===== src/pump_ttl_defines.svh =====
// Constants for the pump logic I/O port: timing, register map, field positions.
// Assumes a 100 MHz aclk and an AXI4-Lite master with 32-bit data.
// What this block does
// - A control input level is accepted only after it has read the same on two consecutive samples, 50 ms apart.
// - Each control input is sampled every 50 ms and pulses shorter than 50 ms are dropped as glitches.
// - An edge is reported only when the filtered level differs from the previously accepted level.
// - Edges can follow at up to 10 Hz, the opposite level being accepted 100 ms after an edge.
// - High to low on a filtered input is a falling edge, low to high a rising edge.
// - The trigger follows its mode: toggle on falling, toggle on rising, hold-to-run, or gated run.
// - Begin-only modes can only start and halt-only modes can only stop, on falling or rising edges.
// - Alternating mode maps falling to dispense and rising to withdraw; paired mode the reverse.
// - Motor output is high while pumping, and also during a pause timer when motor-or-pause is set.
// - Direction output is high for dispense and low for withdraw.
// - The filtered conditional input level is offered to the program, lockout logic and software.
// - The program output is set by the program or software, and the event input gives edges and a level.
// - Trigger and direction edges are ignored while settings are edited or an alarm is present.
// - A direction edge acts only if it moves the direction away from its current value.
`ifndef PUMP_TTL_DEFINES_SVH
`define PUMP_TTL_DEFINES_SVH

`define CLK_PERIOD_NS 10
`define NS_PER_MS 1000000
`define SAMPLE_PERIOD_MS 50
`define STABLE_TIME_MS 100
`define SAMPLE_CYCLES (`SAMPLE_PERIOD_MS * `NS_PER_MS / `CLK_PERIOD_NS)
`define STABLE_SAMPLES ((`STABLE_TIME_MS + `SAMPLE_PERIOD_MS - 1) / `SAMPLE_PERIOD_MS)

`define NUM_INPUTS 4
`define IN_TRIG 0
`define IN_DIR 1
`define IN_EVENT 2
`define IN_PROG 3

`define CTRL_OFFSET 8'h00
`define DIR_OFFSET 8'h04
`define STATUS_OFFSET 8'h08

`define CTRL_TRIG_LSB 0
`define CTRL_TRIG_MSB 2
`define CTRL_DIRMODE_BIT 3
`define CTRL_MOP_BIT 4
`define CTRL_PROGOUT_BIT 5

`define RESP_OKAY 2'h0
`define RESP_SLVERR 2'h2

`endif


===== src/pump_ttl_pkg.sv =====
// Types for the pump logic I/O port.
// Assumes nothing beyond the defines header.
package pump_ttl_pkg;
    typedef enum logic [2:0] {
        foot_toggle,
        foot_hold_run,
        foot_toggle_inverted,
        gated_run_mode,
        begin_only_mode,
        begin_only_inverted,
        halt_only_mode,
        halt_only_inverted
    } trig_mode_type;

    typedef enum logic {
        alternating_direction_mode,
        paired_direction_mode
    } dir_mode_type;
endpackage


===== src/pump_ttl_io_control.sv =====
// Pump logic I/O port: input filter, edge detect, trigger and direction control, outputs.
// Assumes pins synchronous to aclk and an AXI4-Lite master on the register side.
`timescale 1ns/1ps
`include "pump_ttl_defines.svh"

module pump_ttl_io_control
    import pump_ttl_pkg::*;
#(
    parameter int SAMPLE_CYCLES = `SAMPLE_CYCLES,
    parameter int STABLE_SAMPLES = `STABLE_SAMPLES
) (
    input wire logic aclk,
    input wire logic aresetn,
    input wire logic [7:0] awaddr,
    input wire logic awvalid,
    output logic awready,
    input wire logic [31:0] wdata,
    input wire logic [3:0] wstrb,
    input wire logic wvalid,
    output logic wready,
    output logic [1:0] bresp,
    output logic bvalid,
    input wire logic bready,
    input wire logic [7:0] araddr,
    input wire logic arvalid,
    output logic arready,
    output logic [31:0] rdata,
    output logic [1:0] rresp,
    output logic rvalid,
    input wire logic rready,
    input wire logic trig_in,
    input wire logic dir_in,
    input wire logic event_in,
    input wire logic prog_in,
    input wire logic editing,
    input wire logic alarm,
    input wire logic motor_active,
    input wire logic pause_active,
    input wire logic run_done,
    input wire logic prog_set_valid,
    input wire logic prog_set_level,
    output logic run_req_ff,
    output logic motor_out_ff,
    output logic dir_out_ff,
    output logic prog_out_ff,
    output logic prog_level_ff,
    output logic event_level_ff,
    output logic event_rise_ff,
    output logic event_fall_ff
);

    // Returns {start, stop} for a trigger edge
    function automatic logic [1:0] trig_action(trig_mode_type m, logic rise, logic fall, logic run);
        logic [1:0] a;
        a = 2'h0;
        case (m)
            foot_toggle: a = fall ? {!run, run} : 2'h0;
            foot_toggle_inverted: a = rise ? {!run, run} : 2'h0;
            foot_hold_run: a = {fall, rise};
            gated_run_mode: a = {rise, fall};
            begin_only_mode: a = {fall, 1'b0};
            begin_only_inverted: a = {rise, 1'b0};
            halt_only_mode: a = {1'b0, fall};
            halt_only_inverted: a = {1'b0, rise};
            default: a = 2'h0;
        endcase
        return a;
    endfunction

    // Sample tick
    logic [31:0] tick_cnt_ff;
    wire tick = (tick_cnt_ff == 32'(SAMPLE_CYCLES - 1));
    always_ff @(posedge aclk) begin
        if (!aresetn || tick) tick_cnt_ff <= 32'h0;
        else tick_cnt_ff <= tick_cnt_ff + 32'h1;
    end

    // Input filter
    wire [`NUM_INPUTS-1:0] raw = {prog_in, event_in, dir_in, trig_in};
    logic [`NUM_INPUTS-1:0] cand_ff, filt_ff, seen_ff, rise_ff, fall_ff;
    logic [`NUM_INPUTS-1:0] nxt_cand, nxt_filt, nxt_seen, nxt_rise, nxt_fall;
    logic [2:0] cnt_ff [`NUM_INPUTS];
    logic [2:0] nxt_cnt [`NUM_INPUTS];

    always_comb begin
        for (int i = 0; i < `NUM_INPUTS; i++) begin
            nxt_cand[i] = cand_ff[i];
            nxt_cnt[i] = cnt_ff[i];
            nxt_filt[i] = filt_ff[i];
            nxt_seen[i] = seen_ff[i];
            nxt_rise[i] = 1'b0;
            nxt_fall[i] = 1'b0;
            if (tick) begin
                if (raw[i] != cand_ff[i]) begin
                    nxt_cand[i] = raw[i];
                    nxt_cnt[i] = 3'h1;
                end else if (cnt_ff[i] < 3'(STABLE_SAMPLES)) begin
                    nxt_cnt[i] = cnt_ff[i] + 3'h1;
                end
                if (nxt_cnt[i] >= 3'(STABLE_SAMPLES) && (nxt_cand[i] != filt_ff[i] || !seen_ff[i])) begin
                    nxt_filt[i] = nxt_cand[i];
                    nxt_seen[i] = 1'b1;
                    nxt_rise[i] = seen_ff[i] && nxt_cand[i];
                    nxt_fall[i] = seen_ff[i] && !nxt_cand[i];
                end
            end
        end
    end

    always_ff @(posedge aclk) begin
        if (!aresetn) begin
            cand_ff <= '0;
            filt_ff <= '0;
            seen_ff <= '0;
            rise_ff <= '0;
            fall_ff <= '0;
            for (int i = 0; i < `NUM_INPUTS; i++) cnt_ff[i] <= 3'h0;
        end else begin
            cand_ff <= nxt_cand;
            filt_ff <= nxt_filt;
            seen_ff <= nxt_seen;
            rise_ff <= nxt_rise;
            fall_ff <= nxt_fall;
            for (int i = 0; i < `NUM_INPUTS; i++) cnt_ff[i] <= nxt_cnt[i];
        end
    end

    // Register bus write side
    logic aw_held_ff, w_held_ff;
    logic [7:0] awaddr_ff;
    logic [31:0] wdata_ff;
    logic wstrb0_ff;
    trig_mode_type trig_mode_ff;
    dir_mode_type dir_mode_ff;
    logic mop_ff;
    wire wr_go = aw_held_ff && w_held_ff && !bvalid;
    wire nxt_aw_held = (aw_held_ff && !wr_go) || (awvalid && awready);
    wire nxt_w_held = (w_held_ff && !wr_go) || (wvalid && wready);
    wire wr_hit = awaddr_ff == `CTRL_OFFSET || awaddr_ff == `DIR_OFFSET || awaddr_ff == `STATUS_OFFSET;
    wire wr_ctrl = wr_go && wstrb0_ff && awaddr_ff == `CTRL_OFFSET;
    wire wr_dir = wr_go && wstrb0_ff && awaddr_ff == `DIR_OFFSET;

    always_ff @(posedge aclk) begin
        if (!aresetn) begin
            aw_held_ff <= 1'b0;
            w_held_ff <= 1'b0;
            awready <= 1'b0;
            wready <= 1'b0;
            bvalid <= 1'b0;
            bresp <= `RESP_OKAY;
            awaddr_ff <= 8'h0;
            wdata_ff <= 32'h0;
            wstrb0_ff <= 1'b0;
        end else begin
            aw_held_ff <= nxt_aw_held;
            w_held_ff <= nxt_w_held;
            awready <= !nxt_aw_held;
            wready <= !nxt_w_held;
            if (awvalid && awready) awaddr_ff <= awaddr;
            if (wvalid && wready) begin
                wdata_ff <= wdata;
                wstrb0_ff <= wstrb[0];
            end
            if (wr_go) begin
                bvalid <= 1'b1;
                bresp <= wr_hit ? `RESP_OKAY : `RESP_SLVERR;
            end else if (bready) begin
                bvalid <= 1'b0;
            end
        end
    end

    // Register bus read side
    wire [31:0] ctrl_word = {26'h0, prog_out_ff, mop_ff, dir_mode_ff, trig_mode_ff};
    wire [31:0] dir_word = {31'h0, dir_out_ff};
    wire [31:0] status_word = {25'h0, &seen_ff, dir_out_ff, run_req_ff, filt_ff};
    wire rd_ctrl = araddr == `CTRL_OFFSET;
    wire rd_dir = araddr == `DIR_OFFSET;
    wire rd_status = araddr == `STATUS_OFFSET;
    wire [31:0] rd_word = rd_ctrl ? ctrl_word : rd_dir ? dir_word : rd_status ? status_word : 32'h0;
    wire ar_take = arvalid && arready;
    wire nxt_rvalid = ar_take || (rvalid && !rready);

    always_ff @(posedge aclk) begin
        if (!aresetn) begin
            arready <= 1'b0;
            rvalid <= 1'b0;
            rdata <= 32'h0;
            rresp <= `RESP_OKAY;
        end else begin
            arready <= !nxt_rvalid;
            rvalid <= nxt_rvalid;
            if (ar_take) begin
                rdata <= rd_word;
                rresp <= (rd_ctrl || rd_dir || rd_status) ? `RESP_OKAY : `RESP_SLVERR;
            end
        end
    end

    // Trigger, direction and output logic
    wire lock = editing || alarm;
    wire [1:0] act = trig_action(trig_mode_ff, rise_ff[`IN_TRIG], fall_ff[`IN_TRIG], run_req_ff);
    wire alt = dir_mode_ff == alternating_direction_mode;
    wire to_disp = alt ? fall_ff[`IN_DIR] : rise_ff[`IN_DIR];
    wire to_wd = alt ? rise_ff[`IN_DIR] : fall_ff[`IN_DIR];
    logic nxt_run, nxt_disp;

    always_comb begin
        nxt_run = run_done ? 1'b0 : run_req_ff;
        if (!lock && act[1]) nxt_run = 1'b1;
        else if (!lock && act[0]) nxt_run = 1'b0;
        nxt_disp = dir_out_ff;
        if (wr_dir) nxt_disp = wdata_ff[0];
        else if (!lock && to_disp && !dir_out_ff) nxt_disp = 1'b1;
        else if (!lock && to_wd && dir_out_ff) nxt_disp = 1'b0;
    end

    always_ff @(posedge aclk) begin
        if (!aresetn) begin
            trig_mode_ff <= foot_toggle;
            dir_mode_ff <= alternating_direction_mode;
            mop_ff <= 1'b0;
            run_req_ff <= 1'b0;
            motor_out_ff <= 1'b0;
            dir_out_ff <= 1'b0;
            prog_out_ff <= 1'b0;
            prog_level_ff <= 1'b0;
            event_level_ff <= 1'b0;
            event_rise_ff <= 1'b0;
            event_fall_ff <= 1'b0;
        end else begin
            if (wr_ctrl) begin
                trig_mode_ff <= trig_mode_type'(wdata_ff[`CTRL_TRIG_MSB:`CTRL_TRIG_LSB]);
                dir_mode_ff <= dir_mode_type'(wdata_ff[`CTRL_DIRMODE_BIT]);
                mop_ff <= wdata_ff[`CTRL_MOP_BIT];
            end
            if (prog_set_valid) prog_out_ff <= prog_set_level;
            else if (wr_ctrl) prog_out_ff <= wdata_ff[`CTRL_PROGOUT_BIT];
            run_req_ff <= nxt_run;
            dir_out_ff <= nxt_disp;
            motor_out_ff <= motor_active || (mop_ff && pause_active);
            prog_level_ff <= filt_ff[`IN_PROG];
            event_level_ff <= filt_ff[`IN_EVENT];
            event_rise_ff <= rise_ff[`IN_EVENT];
            event_fall_ff <= fall_ff[`IN_EVENT];
        end
    end
endmodule // pump_ttl_io_control


===== config.mk =====
export PLATFORM = sky130hd
export DESIGN_NAME = pump_ttl_io_control
export DESIGN_NICKNAME = d
export VERILOG_FILES = /design/src/pump_ttl_pkg.sv /design/src/pump_ttl_io_control.sv
export VERILOG_INCLUDE_DIRS = /design/src
export SDC_FILE = /design/constraint.sdc
export NUM_CORES = 1
export LEC_CHECK = 0
export BUFFER_PORTS_ARGS = -buffer_cell sky130_fd_sc_hd__buf_4
export CELL_PAD_IN_SITES_DETAIL_PLACEMENT = 1
export CELL_PAD_IN_SITES_GLOBAL_PLACEMENT = 2
export CORE_UTILIZATION = 34
export CTS_BUF_LIST = sky130_fd_sc_hd__clkbuf_16
export DETAILED_ROUTE_END_ITERATION = 8
export GPL_ROUTABILITY_DRIVEN = 0
export GPL_TIMING_DRIVEN = 0
export PLACE_DENSITY_LB_ADDON = 0.1
export SYNTH_ARGS = -nofsm -noshare
export SYNTH_HDL_FRONTEND = slang
export SYNTH_SLANG_ARGS = --single-unit
export TNS_END_PERCENT = 1

===== constraint.sdc =====
create_clock -name aclk -period 4.65 [get_ports aclk]
set_input_delay 0.465 -clock aclk [delete_from_list [all_inputs] [get_ports aclk]]
set_output_delay 0.465 -clock aclk [all_outputs]
set_load 0.01 [all_outputs]

=== Word-level counts from Yosys, hierarchy flattened ===
Memory sizes are Yosys's and may differ from the RTL's.
Index checks and enable logic that the tools add are counted.

* Equality and inequality tests: 20
* Reductions and logical operators: 74
* Add/subtract/negate cells: 5
* $lt $le $gt $ge: 8
* Bitwise logic cells: 4
* Muxes and demuxes: 50

{| class="wikitable"
|+ Operator list
! cell !! count
|-
| 2-to-1 mux 3 bit || 20
|-
| adder 32 x 1 -> 32 bit (second input constant) || 1
|-
| equality test 32 x 23 -> 1 bit (second input constant) || 1
|-
| logical AND 1 bit || 28
|-
| 2-to-1 mux 1 bit || 22
|-
| 2-to-1 mux 7 bit || 3
|-
| logical NOT 1 bit || 17
|-
| equality test 8 x 3 -> 1 bit (second input constant) || 2
|-
| equality test 8 x 4 -> 1 bit (second input constant) || 2
|-
| logical NOT 8 bit || 2
|-
| case mux 2 bit (8 select lines) || 1
|-
| logical OR 1 bit || 14
|-
| adder 3 x 1 -> 3 bit (second input constant) || 4
|-
| equality test 3 bit (second input constant) || 4
|-
| >= comparator 3 x 2 -> 1 bit (second input constant) || 4
|-
| less-than comparator 3 x 2 -> 1 bit (second input constant) || 4
|-
| AND reduction 3 bit || 3
|-
| 2-to-1 mux 2 bit || 4
|-
| != test 1 bit || 8
|-
| AND reduction 2 bit || 4
|-
| equality test 3 x 2 -> 1 bit (second input constant) || 2
|-
| nonzero test 3 bit || 2
|-
| bitwise OR 1 bit || 4
|-
| AND reduction 4 bit || 1
|-
| 3 further kinds || 4
|}

* Memories: 1
* Word-level logic and storage cells: 202
* Bits of input ports: 70
* Register bits: 121
* Output and inout port bits: 49
* Bits in writable memories: 12

{| class="wikitable"
|+ Memories
! name !! words !! bits a word !! rd ports !! clocked after Yosys merged registers in !! wr ports !! RTL line !! RTL
|-
| cnt_ff || 4 || 3 || 4 || 0 || 4 || pump_ttl_io_control.sv:82 || <nowiki>logic [2:0] cnt_ff [`NUM_INPUTS];</nowiki>
|}

=== Longest topological paths before layout ===
Gate-level depths: netlist of run 1.
An unclocked memory read counts as a cell.

* Depth after elaboration: 8
* Depth in mapped cells: 9
* Gate-level depth less buffers: 6

=== Worst setup path after synthesis of run 1 ===
No wires, ideal clock.

* Path type: register -> register
* From: register tick_cnt_ff[0]
* To: register filt_ff[3]
* Stages on the path, launching flop included: 9
* Data arrival time: 1.988 ns
* Path buffers: 2
* Period minus slack after synthesis: 2.103 ns
* Slack: 2.547 ns
* Cells stage by stage: dfxtp_1 ha_1 nand4_2 or2_0 clkbuf_2 or3_1 buf_6 o31a_1 o21a_1

* Word-level cells in the longest chain between the ends: 2

{| class="wikitable"
|+ RTL lines
! item !! RTL line !! RTL
|-
| start, declared || pump_ttl_io_control.sv:71 || <nowiki>logic [31:0] tick_cnt_ff;</nowiki>
|-
| start signal, assigned || pump_ttl_io_control.sv:75 || <nowiki>else tick_cnt_ff <= tick_cnt_ff + 32'h1;</nowiki>
|-
| equality test 32 x 23 -> 1 bit || pump_ttl_io_control.sv:72 || <nowiki>wire tick = (tick_cnt_ff == 32'(SAMPLE_CYCLES - 1));</nowiki>
|-
| AND reduction 2 bit (no line) || - ||
|-
| end signal, assigned || pump_ttl_io_control.sv:120 || <nowiki>filt_ff <= nxt_filt;</nowiki>
|-
| end, declared || pump_ttl_io_control.sv:80 || <nowiki>logic [`NUM_INPUTS-1:0] cand_ff, filt_ff, seen_ff, rise_ff, fall_ff;</nowiki>
|}

Every way passes these cells.
A chain may end at the register's enable or synchronous reset.

==> results of run 1 <==
[cells in the final DEF, fill, tap and decap left out, types with 2 or more instances in the layout]
cell       Yosys  routed
or3_1          4       4
clkbuf_16      0       9
a21boi_0      21      21
nor4b_1        5       5
nor3b_1        3       3
nor2b_1       13      13
o41ai_1        5       5
nor2_1        58      58
inv_1         22      23
buf_4         28      86
o22ai_1        3       3
nand2b_1       3       3
clkbuf_1      16      16
nor4_1         8       7
a21oi_1       14      14
nand4_1       20      20
and3_1        14      14
nor3_1         8       8
buf_2          5       5
nand3_1       30      30
mux2i_1       15      15
and2_1        15      15
clkinv_1       0       2
clkinv_2       0       3
conb_1         1      27
ha_1          13      13
and4_1         3       3
and4b_1        2       2
dfxtp_1      106     106
nand4b_1       4       4
xnor2_1       11      11
o21ai_0       26      26
and3b_1        3       3
o21a_1         9       9
xor2_1        21      21
nand2_1       44      44
nor4_2         1       2
a31oi_1        5       5
[per-layer routing]
layer,up-vias,GRT usage,routed length [µm]
li1,2132,-,-
met1,2048,0.235,6330
met2,69,0.289,5800
met3,7,0.0429,523
met4,0,0.0361,95
met5,-,0,0
[worst min path at each step]
stage	from	to	slack [ns]
3_5_place_dp	rise_ff[2]	event_rise_ff	0.43
6_report	dir_in	fall_ff[1]	0.31
2_1_floorplan	fall_ff[2]	event_fall_ff	0.41
4_1_cts	dir_in	fall_ff[1]	0.30
5_1_grt	event_in	fall_ff[2]	0.31
3_3_place_gp	rise_ff[2]	event_rise_ff	0.43
[sequential cells by signal, indices dropped and copies added (netlist names), 3 cells and up]
signal	flops
rdata	7
tick_cnt_ff	32
cnt_ff	12
filt_ff	4
awaddr_ff	8
wdata_ff	6
trig_mode_ff	3
rise_ff	3
fall_ff	3
cand_ff	4
seen_ff	4
[critical path: stages (launching register included)]
cell and delay (ns):
dfxtp_1 0.38, ha_1 0.24, nand4_2 0.17, or2_0 0.23, clkbuf_2 0.16, nor3_1 0.71, buf_4 0.31, nand4_1 0.11
and3b_1 0.19
[power groups by stage]
stage / registers (W) / clock network (W) / logic (W)
global placement: 0.000952 / 0 / 0.000135
detailed placement: 0.000952 / 0 / 0.000138
global route: 0.000933 / 0.000743 / 0.000153
finish: 0.000931 / 0.000686 / 0.000138
floorplan: 0.000952 / 0 / 0.0000808
CTS: 0.000931 / 0.000716 / 0.000138
[metrics by stage]
step	utilization	hold WS [ns]	instance area [µm²]
after floorplan	-	0.412	5100
after global routing	0.427	0.311	6020
after global placement	0.409	0.428	5760
final	0.427	0.314	6020
after detailed placement	0.409	0.427	5770
after CTS	0.427	0.297	6020
[logic make-up (layout without fill, tap and decap cells)]
kind of cell             count (synthesis)  in the layout  share of synthesized area
other                                    1             27                   0.000749
XOR/XNOR                                32             32                     0.0560
buffers and inverters                   73            146                     0.0788
AO/OA/AOI/OAI                           91             91                      0.121
flip-flops                             106            106                      0.424
AND/OR/NAND/NOR                        243            243                      0.257
multiplexers                            15             15                     0.0300
adder cells (fa/ha/maj)                 13             13                     0.0325
[cell type report]
type                       instances  area, µm²  share of cell area
timing repair buffer              58        435              0.0723
sequential                       106       2120               0.353
clock inverter                     6       26.3             0.00436
inverter                          22       82.6              0.0137
clock buffer                       9        225              0.0374
tap                              180        225              0.0374
multi-input combinational        421       2590               0.430
buffer                            51        312              0.0518
==> run_results.csv, run 1 <==
group,metric,value,unit
final_layout,insertedDiodeCount,0,
floorplanning,die-area,15200,µm²
clock_tree,root_buffer,"clkbuf_16",
timing,tightest_slew,0.972,ns
hold_path,hold_class,"in -> reg",
floorplanning,floorplan.initialDensity,0.355,
logic_synthesis,synth.most_common_cell,"dfxtp_1",
power_and_ir_drop,combinationalPowerShare,0.078,
critical_path,crit_type,"reg -> reg",
timing,relSlewSlack,0.346,
placed_design,dp_slack,2.05,ns
global_routing,grt_usage,0.176,
route,ant_nets,0,
outcome,outcome,"finished, final reports clean",
global_routing,antenna_found_initial,0,
logic_synthesis,synth-async-reset-ratio,0,
critical_path,worstSetupStartpointType,"flop",
timing,fmax,385,MHz
logic_synthesis,synth_area_leader_cell,"dfxtp_1",
timing,slew_violations,0,
power_and_ir_drop,power_leakage,2.42,nW
logic_synthesis,synthFlopType,"dfxtp_1",
global_routing,grt_max_degree,16,
power_and_ir_drop,intPower,0.00134,W
clock_tree,cts_max_level,3,
power_and_ir_drop,p_sw_frac,0.236,
logic_synthesis,synth_warnings,0,
global_routing,grt_pass1_vias,4097,
logic_synthesis,synth_edf_count,0,
route,avgRoutedWirePerCell,14.9,µm
critical_path,crit_required,4.90,ns
clock_tree,post_cts_buffers,0,
final_layout,final_nets,752,
clock_tree,cts_tree,"yes",
power_and_ir_drop,irDropWorstVdd,0.169,mV
final_layout,n_fill_cell,1710,
critical_path,arrival,2.85,ns
placed_design,port_buffers,58,
logic_synthesis,synth_cell_types,50,
power_and_ir_drop,power.switching,0.000415,W
critical_path,crit_start,"tick_cnt_ff[0]",
run,cap_violations,0,
final_layout,drive_gt1_frac,0.163,
global_routing,grt.overflow.total,0,
route,vias,4256,
logic_synthesis,syn_area,5000,µm²
hold_path,min_path_cells,2,
power_and_ir_drop,clkPwrFrac,0.391,
critical_path,timing.rr.start,"tick_cnt_ff[0]",
route,postRouteWirelength,12700,µm
critical_path,r2r_slack,2.05,ns
clock_tree,post_cts_resized,0,
timing,tns,0,ns
logic_synthesis,synth_top_area_frac,0.424,
floorplanning,fp.dieW,123,µm
clock_tree,path_clk_slew,0.07,ns
power_and_ir_drop,power,0.00175,W
floorplanning,io_pins,119,
route,drt_first_pass_iters,4,
clock_tree,clkLatencyLatePin,0.35,ns
route,vias_per_cell,4.99,
route,drc_errors,0,
logic_synthesis,synth_commonest_cells,"dfxtp_1 (106), nor2_1 (58), nand2_1 (44)",
floorplanning,core_area,14100,µm²
critical_path,endpoint_kind,"flop",
critical_path,crit_fanout,10,
timing,rsz0062_at_grt,"false",
power_and_ir_drop,seqPwrFrac,0.531,
timing,fin_worst_skew,0.00635,ns
global_routing,grt_pass1_wl,20500,µm
critical_path,r2r-end,"cnt_ff[0][0]",
final_layout,instances_no_fill,853,
logic_synthesis,ys_seq_area_frac,0.424,
timing,finalWorstPathRequiredPeriod,2.60,ns
logic_synthesis,ys_ff_latch,106,
timing,postLayoutSetupSlackWorst,2.05,ns
power_and_ir_drop,power_density,291,nW/µm²
floorplanning,die_h,123,µm
clock_tree,cts_buffer_depth,2,
placed_design,dpl.hpwl,9460,µm
timing,hold_viol,0,
clock_tree,ctsHoldBuffers,0,
logic_synthesis,synth_area_leaders,"dfxtp_1 (42%), nor2_1 (4.4%), buf_4 (4.2%)",
route,drt_iter0_markers,138,
critical_path,endpoint,"cnt_ff[0][0]",
timing,finalCritPeriodShare,0.559,
clock_tree,cts_made_buffers,9,
critical_path,reg2regPathDepth,8,
logic_synthesis,synthCells,574,
logic_synthesis,avgSynthCellArea,8.72,µm²
floorplanning,rows,43,
timing,setup_viol,0,
clock_tree,cts_sinks,106,
placed_design,place_inst,838,
final_layout,syn_to_final_growth,20.3,%
Power figures use the tool's default switching activity.
==> inputs of run 2 (changes only) <==
--- a/config.mk
+++ b/config.mk
@@ -9,7 +9,7 @@
 export BUFFER_PORTS_ARGS = -buffer_cell sky130_fd_sc_hd__buf_4
 export CELL_PAD_IN_SITES_DETAIL_PLACEMENT = 1
 export CELL_PAD_IN_SITES_GLOBAL_PLACEMENT = 2
-export CORE_UTILIZATION = 34
+export CORE_UTILIZATION = 32
 export CTS_BUF_LIST = sky130_fd_sc_hd__clkbuf_16
 export DETAILED_ROUTE_END_ITERATION = 8
 export GPL_ROUTABILITY_DRIVEN = 0
==> constraint.sdc (replaced) <==
create_clock -name aclk -period 2.4 [get_ports aclk]
set_input_delay 0.24 -clock aclk [delete_from_list [all_inputs] [get_ports aclk]]
set_output_delay 0.24 -clock aclk [all_outputs]
set_load 0.01 [all_outputs]
==> run 2 against run 1 <==
  * First-iteration DRC count up 13%
  * Register-to-register slack worse by 1.9 ns
  * Cell count up 3.6%
  * Utilization down 2.9 points
  * Worst setup slack worse by 1.9 ns
  * Via count up 0.63%
  * Global-route usage down 0.60 points
  * Critical path type unchanged
  * Largest power group unchanged
==> run_results.csv, run 2 (same netlist as run 1, synthesis figures left out) <==
group,metric,value,unit
final_layout,largest_register,"tick_cnt_ff",
power_and_ir_drop,power_leakage,2.43,nW
global_routing,grt_pass1_wl,21500,µm
floorplanning,floorplan.initialDensity,0.328,
timing,tns,0,ns
placed_design,dpl.hpwl,9880,µm
timing,finalCritPeriodShare,0.945,
critical_path,worstPathCellList,"ha_4, nand4_2, or2_0, buf_2, nor3_2, buf_4, nand4_1, and3b_1",
route,drc_errors,0,
timing,slew_violations,0,
placed_design,dp_slack,-0.237,ns
clock_tree,ctsHoldBuffers,0,
timing,rsz0062_at_grt,"false",
critical_path,crit_type,"reg -> reg",
floorplanning,fp.dieW,127,µm
floorplanning,io_pins,119,
global_routing,grt.overflow.total,0,
route,drt_iter0_markers,156,
clock_tree,post_cts_buffers,0,
clock_tree,cts_sinks,106,
clock_tree,root_buffer,"clkbuf_16",
critical_path,cpPeakStageDelay,0.50,ns
clock_tree,cts_made_buffers,9,
outcome,outcome,"finished, final reports clean",
clock_tree,clkLatencyLatePin,0.35,ns
final_layout,most-common-layout-cells,"dfxtp_1 (104), buf_4 (87), nor2_1 (58)",
timing,setup_viol,0,
final_layout,final_nets,753,
floorplanning,die-area,16100,µm²
final_layout,drive_gt1_frac,0.166,
route,avgRoutedWirePerCell,14.9,µm
hold_path,hold_class,"in -> reg",
critical_path,crit_required,2.65,ns
timing,finalWorstPathRequiredPeriod,2.27,ns
timing,relSlewSlack,0.323,
clock_tree,cts_buffer_depth,2,
clock_tree,cts_tree,"yes",
timing,fin_worst_skew,0.00860,ns
placed_design,place_inst,870,
route,ant_nets,0,
global_routing,grt_pass1_vias,4217,
final_layout,n_fill_cell,1811,
route,vias_per_cell,4.85,
timing,fmax,441,MHz
global_routing,grt_usage,0.170,
clock_tree,path_clk_slew,0.07,ns
floorplanning,die_h,127,µm
final_layout,largest_reg_flops,32,
final_layout,instances_no_fill,884,
floorplanning,core_area,15300,µm²
route,drt_first_pass_iters,4,
clock_tree,post_cts_resized,3,
critical_path,cpMaxStageDelayCell,"nor3_2",
hold_path,hold_start,"trig_in",
critical_path,worstSetupStartpointType,"flop",
critical_path,endpoint_kind,"flop",
critical_path,crit_start,"tick_cnt_ff[0]",
floorplanning,rows,45,
critical_path,arrival,2.51,ns
clock_tree,cts_max_level,3,
timing,postLayoutSetupSlackWorst,0.132,ns
final_layout,reg.largest.list,"tick_cnt_ff: 32 flops, cnt_ff: 12 flops, awaddr_ff: 8 flops",
final_layout,syn_to_final_growth,21.5,%
placed_design,port_buffers,58,
final_layout,final_common_cell,"dfxtp_1",
global_routing,antenna_found_initial,0,
critical_path,crit_fanout,10,
power_and_ir_drop,irDropWorstVdd,0.303,mV
critical_path,timing.rr.start,"tick_cnt_ff[0]",
global_routing,grt_max_degree,15,
run,cap_violations,0,
timing,hold_viol,0,
route,postRouteWirelength,13100,µm
timing,tightest_slew,1.00,ns
power_and_ir_drop,power_density,556,nW/µm²
final_layout,insertedDiodeCount,0,
route,vias,4283,
-- run 2: cell count changes in the layout (fill, tap and decap cells not counted), moves of 2 or more --
cell	before	now
clkinv_2	3	0
inv_1	23	26
dfxtp_1	106	104
dfxtp_2	0	2
-- run 2: worst max-delay path, delay by kind of cell (launching register included) --
kind / cells / cell delay, ns
AND/OR/NAND/NOR: 5 / 1.15
flip-flops: 1 / 0.38
adder cells (fa/ha/maj): 1 / 0.17
buffers and inverters: 2 / 0.46
-- run 2: final cells by class --
class	count	area, µm²	share of cell area
Buffer	51	314	0.0516
Inverter	22	82.6	0.0136
Clock inverter	5	18.8	0.00309
Timing Repair Buffer	59	443	0.0728
Tap cell	211	264	0.0434
Sequential cell	106	2120	0.349
Multi-Input combinational cell	421	2610	0.429
Clock buffer	9	225	0.0370
-- run 2: where the power goes --
| part | switching (W) | internal (W) | total [W] |
|---|---|---|---|
| logic | 0.000142 | 0.000128 | 0.000270 |
| clock network | 0.000629 | 0.000675 | 0.00130 |
| registers | 0.0000190 | 0.00179 | 0.00181 |
-- run 2: worst paths after layout --
kind / end / slack, ns / cells after the start
min: fall_ff[0] / 0.09 / 2
max reg2reg: cnt_ff[0][0] / 0.13 / 8
max: cnt_ff[0][0] / 0.13 / 8
min reg2reg: event_rise_ff / 0.44 / 1
-- run 2: metal layers --
metal | global-route usage | routed length, µm | vias up | share of wire
met5 | 0 | 0 | - | 0
met4 | 0.0469 | 145 | 0 | 0.011
met3 | 0.0343 | 496 | 11 | 0.038
met2 | 0.283 | 6000 | 75 | 0.46
met1 | 0.225 | 6500 | 2069 | 0.49
li1 | - | - | 2128 | -
-- run 2: stage by stage --
| step | utilization | hold WS, ns | cell area (µm²) | power, W |
|---|---|---|---|---|
| floorplan | - | 0.312 | 5100 | 0.00200 |
| CTS | 0.398 | 0.0814 | 6070 | 0.00343 |
| detailed placement | 0.381 | 0.438 | 5810 | 0.00212 |
| finish | 0.399 | 0.0949 | 6080 | 0.00338 |
| global route | 0.399 | 0.0883 | 6080 | 0.00353 |
| global placement | 0.380 | 0.428 | 5800 | 0.00211 |
==> inputs of run 3 (changes only) <==
--- a/config.mk
+++ b/config.mk
@@ -14,7 +14,7 @@
 export DETAILED_ROUTE_END_ITERATION = 8
 export GPL_ROUTABILITY_DRIVEN = 0
 export GPL_TIMING_DRIVEN = 0
-export PLACE_DENSITY_LB_ADDON = 0.1
+export PLACE_DENSITY = 0.87
 export SYNTH_ARGS = -nofsm -noshare
 export SYNTH_HDL_FRONTEND = slang
 export SYNTH_SLANG_ARGS = --single-unit
==> run 3 against run 2 <==
  * Worst setup slack got worse by 0.026 ns
  * Sequential power barely moved
  * Cell count rose by 0.23%
  * Flip-flop and latch count did not move
  * Wire length rose by 0.62%
==> run_results.csv, run 3 (same netlist as run 1, synthesis figures left out) <==
group,metric,value,unit
final_layout,insertedDiodeCount,0,
floorplanning,die_h,127,µm
floorplanning,die-area,16100,µm²
floorplanning,floorplan.initialDensity,0.328,
timing,slew_violations,0,
timing,tightest_slew,0.792,ns
clock_tree,cts_buffer_depth,2,
floorplanning,core_area,15300,µm²
timing,finalWorstPathRequiredPeriod,2.29,ns
floorplanning,fp.dieW,127,µm
outcome,outcome,"finished, final reports clean",
critical_path,crit_fanout,10,
route,drc_errors,0,
final_layout,largest_register,"tick_cnt_ff",
clock_tree,cts_sinks,106,
critical_path,worstPathCellList,"ha_4, nand4_2, or2_0, buf_2, or3_1, buf_6, buf_2, o21ai_1, nor2_1",
global_routing,grt_pass1_wl,21700,µm
power_and_ir_drop,power_leakage,2.49,nW
final_layout,largest_reg_flops,32,
route,vias_per_cell,4.90,
timing,finalCritPeriodShare,0.956,
final_layout,reg.largest.list,"tick_cnt_ff: 32 flops, cnt_ff: 12 flops, awaddr_ff: 8 flops",
global_routing,grt_pass1_vias,4440,
final_layout,most-common-layout-cells,"dfxtp_1 (104), buf_4 (86), nor2_1 (58)",
power_and_ir_drop,power_density,599,nW/µm²
critical_path,worstSetupStartpointType,"flop",
final_layout,final_common_cell,"dfxtp_1",
final_layout,final_nets,753,
timing,fin_worst_skew,0.00939,ns
clock_tree,cts_tree,"yes",
floorplanning,io_pins,119,
floorplanning,rows,45,
clock_tree,cts_max_level,3,
clock_tree,root_buffer,"clkbuf_16",
final_layout,drive_gt1_frac,0.176,
route,vias,4343,
route,drt_iter0_markers,163,
global_routing,antenna_found_initial,0,
clock_tree,path_clk_slew,0.07,ns
route,ant_nets,0,
critical_path,crit_required,2.64,ns
placed_design,dp_slack,-0.191,ns
timing,rsz0062_at_grt,"true",
critical_path,cpMostUsedCell,"buf_2",
global_routing,grt_usage,0.170,
timing,setup_viol,0,
run,cap_violations,0,
timing,hold_viol,0,
timing,fmax,436,MHz
final_layout,syn_to_final_growth,23.5,%
power_and_ir_drop,irDropWorstVdd,0.394,mV
timing,relSlewSlack,0.465,
critical_path,cpPeakStageDelay,0.39,ns
placed_design,port_buffers,58,
critical_path,crit_type,"reg -> reg",
route,drt_first_pass_iters,4,
clock_tree,cts_made_buffers,9,
critical_path,cpMaxStageDelayCell,"or3_1",
global_routing,grt.overflow.total,0,
route,postRouteWirelength,13200,µm
hold_path,hold_class,"in -> reg",
timing,postLayoutSetupSlackWorst,0.106,ns
critical_path,endpoint_kind,"flop",
clock_tree,clkLatencyLatePin,0.35,ns
placed_design,dpl.hpwl,9700,µm
timing,hold_slack,0.0897,ns
route,avgRoutedWirePerCell,14.9,µm
critical_path,arrival,2.53,ns
global_routing,grt_max_degree,19,
## run 3: where the power goes
group | switching [W] | internal, W
sequential | 0.0000193 | 0.00179
combinational | 0.000141 | 0.000128
clock | 0.000701 | 0.000924
total | 0.000861 | 0.00284
## run 3: area by class of cell
type                            count  area (µm²)
Multi-Input combinational cell    421        2630
Inverter                           22        82.6
Timing Repair Buffer               59         440
Tap cell                          211         264
Clock buffer                        9         225
Sequential cell                   106        2120
Buffer                             51         312
Fill cell                        1776        9080
Clock inverter                      7         100
## run 3: metrics by stage
stage / power (W) / instances / util / instance area, µm² / TNS (ns)
floorplan: 0.00200 / 600 / - / 5100 / 0
global placement: 0.00210 / 869 / 0.380 / 5800 / -1.07
detailed placement: 0.00211 / 870 / 0.380 / 5810 / -1.32
CTS: 0.00374 / 886 / 0.402 / 6140 / 0
global route: 0.00385 / 886 / 0.405 / 6180 / -0.00419
finish: 0.00370 / 886 / 0.405 / 6180 / 0
## run 3: critical path: cells and delay by family, from the launching register on
kind | cells | cell delay (ns)
flops | 1 | 0.38
simple gates | 4 | 0.87
compound gates | 1 | 0.23
fa+ha+maj | 1 | 0.17
buf+inv | 3 | 0.52
## run 3: path summary, 6_finish.rpt
| check | start | end | slack, ns | cells after the start |
|---|---|---|---|---|
| worst max-delay path | tick_cnt_ff[0] | cnt_ff[3][2] | 0.11 | 9 |
| worst min-delay path | event_in | fall_ff[2] | 0.09 | 2 |
| worst max register to register | tick_cnt_ff[0] | cnt_ff[3][2] | 0.11 | 9 |
| worst min register to register | fall_ff[2] | event_fall_ff | 0.44 | 1 |
## run 3: per-layer routing
metal  wire [µm]  vias to the layer above  global-route usage
met1        5860                     2109               0.198
met4         223                        0              0.0595
met3         480                       12              0.0356
li1            -                     2143                   -
met2        6660                       79               0.309
met5           0                        -                   0
## run 3: repair_timing
item	CTS	global route
setup endpoints to repair	13	52
hold endpoints to repair	0	0
gates cloned	0	0
resized for setup	2	9
hold buffers	0	0
setup buffers	0	0
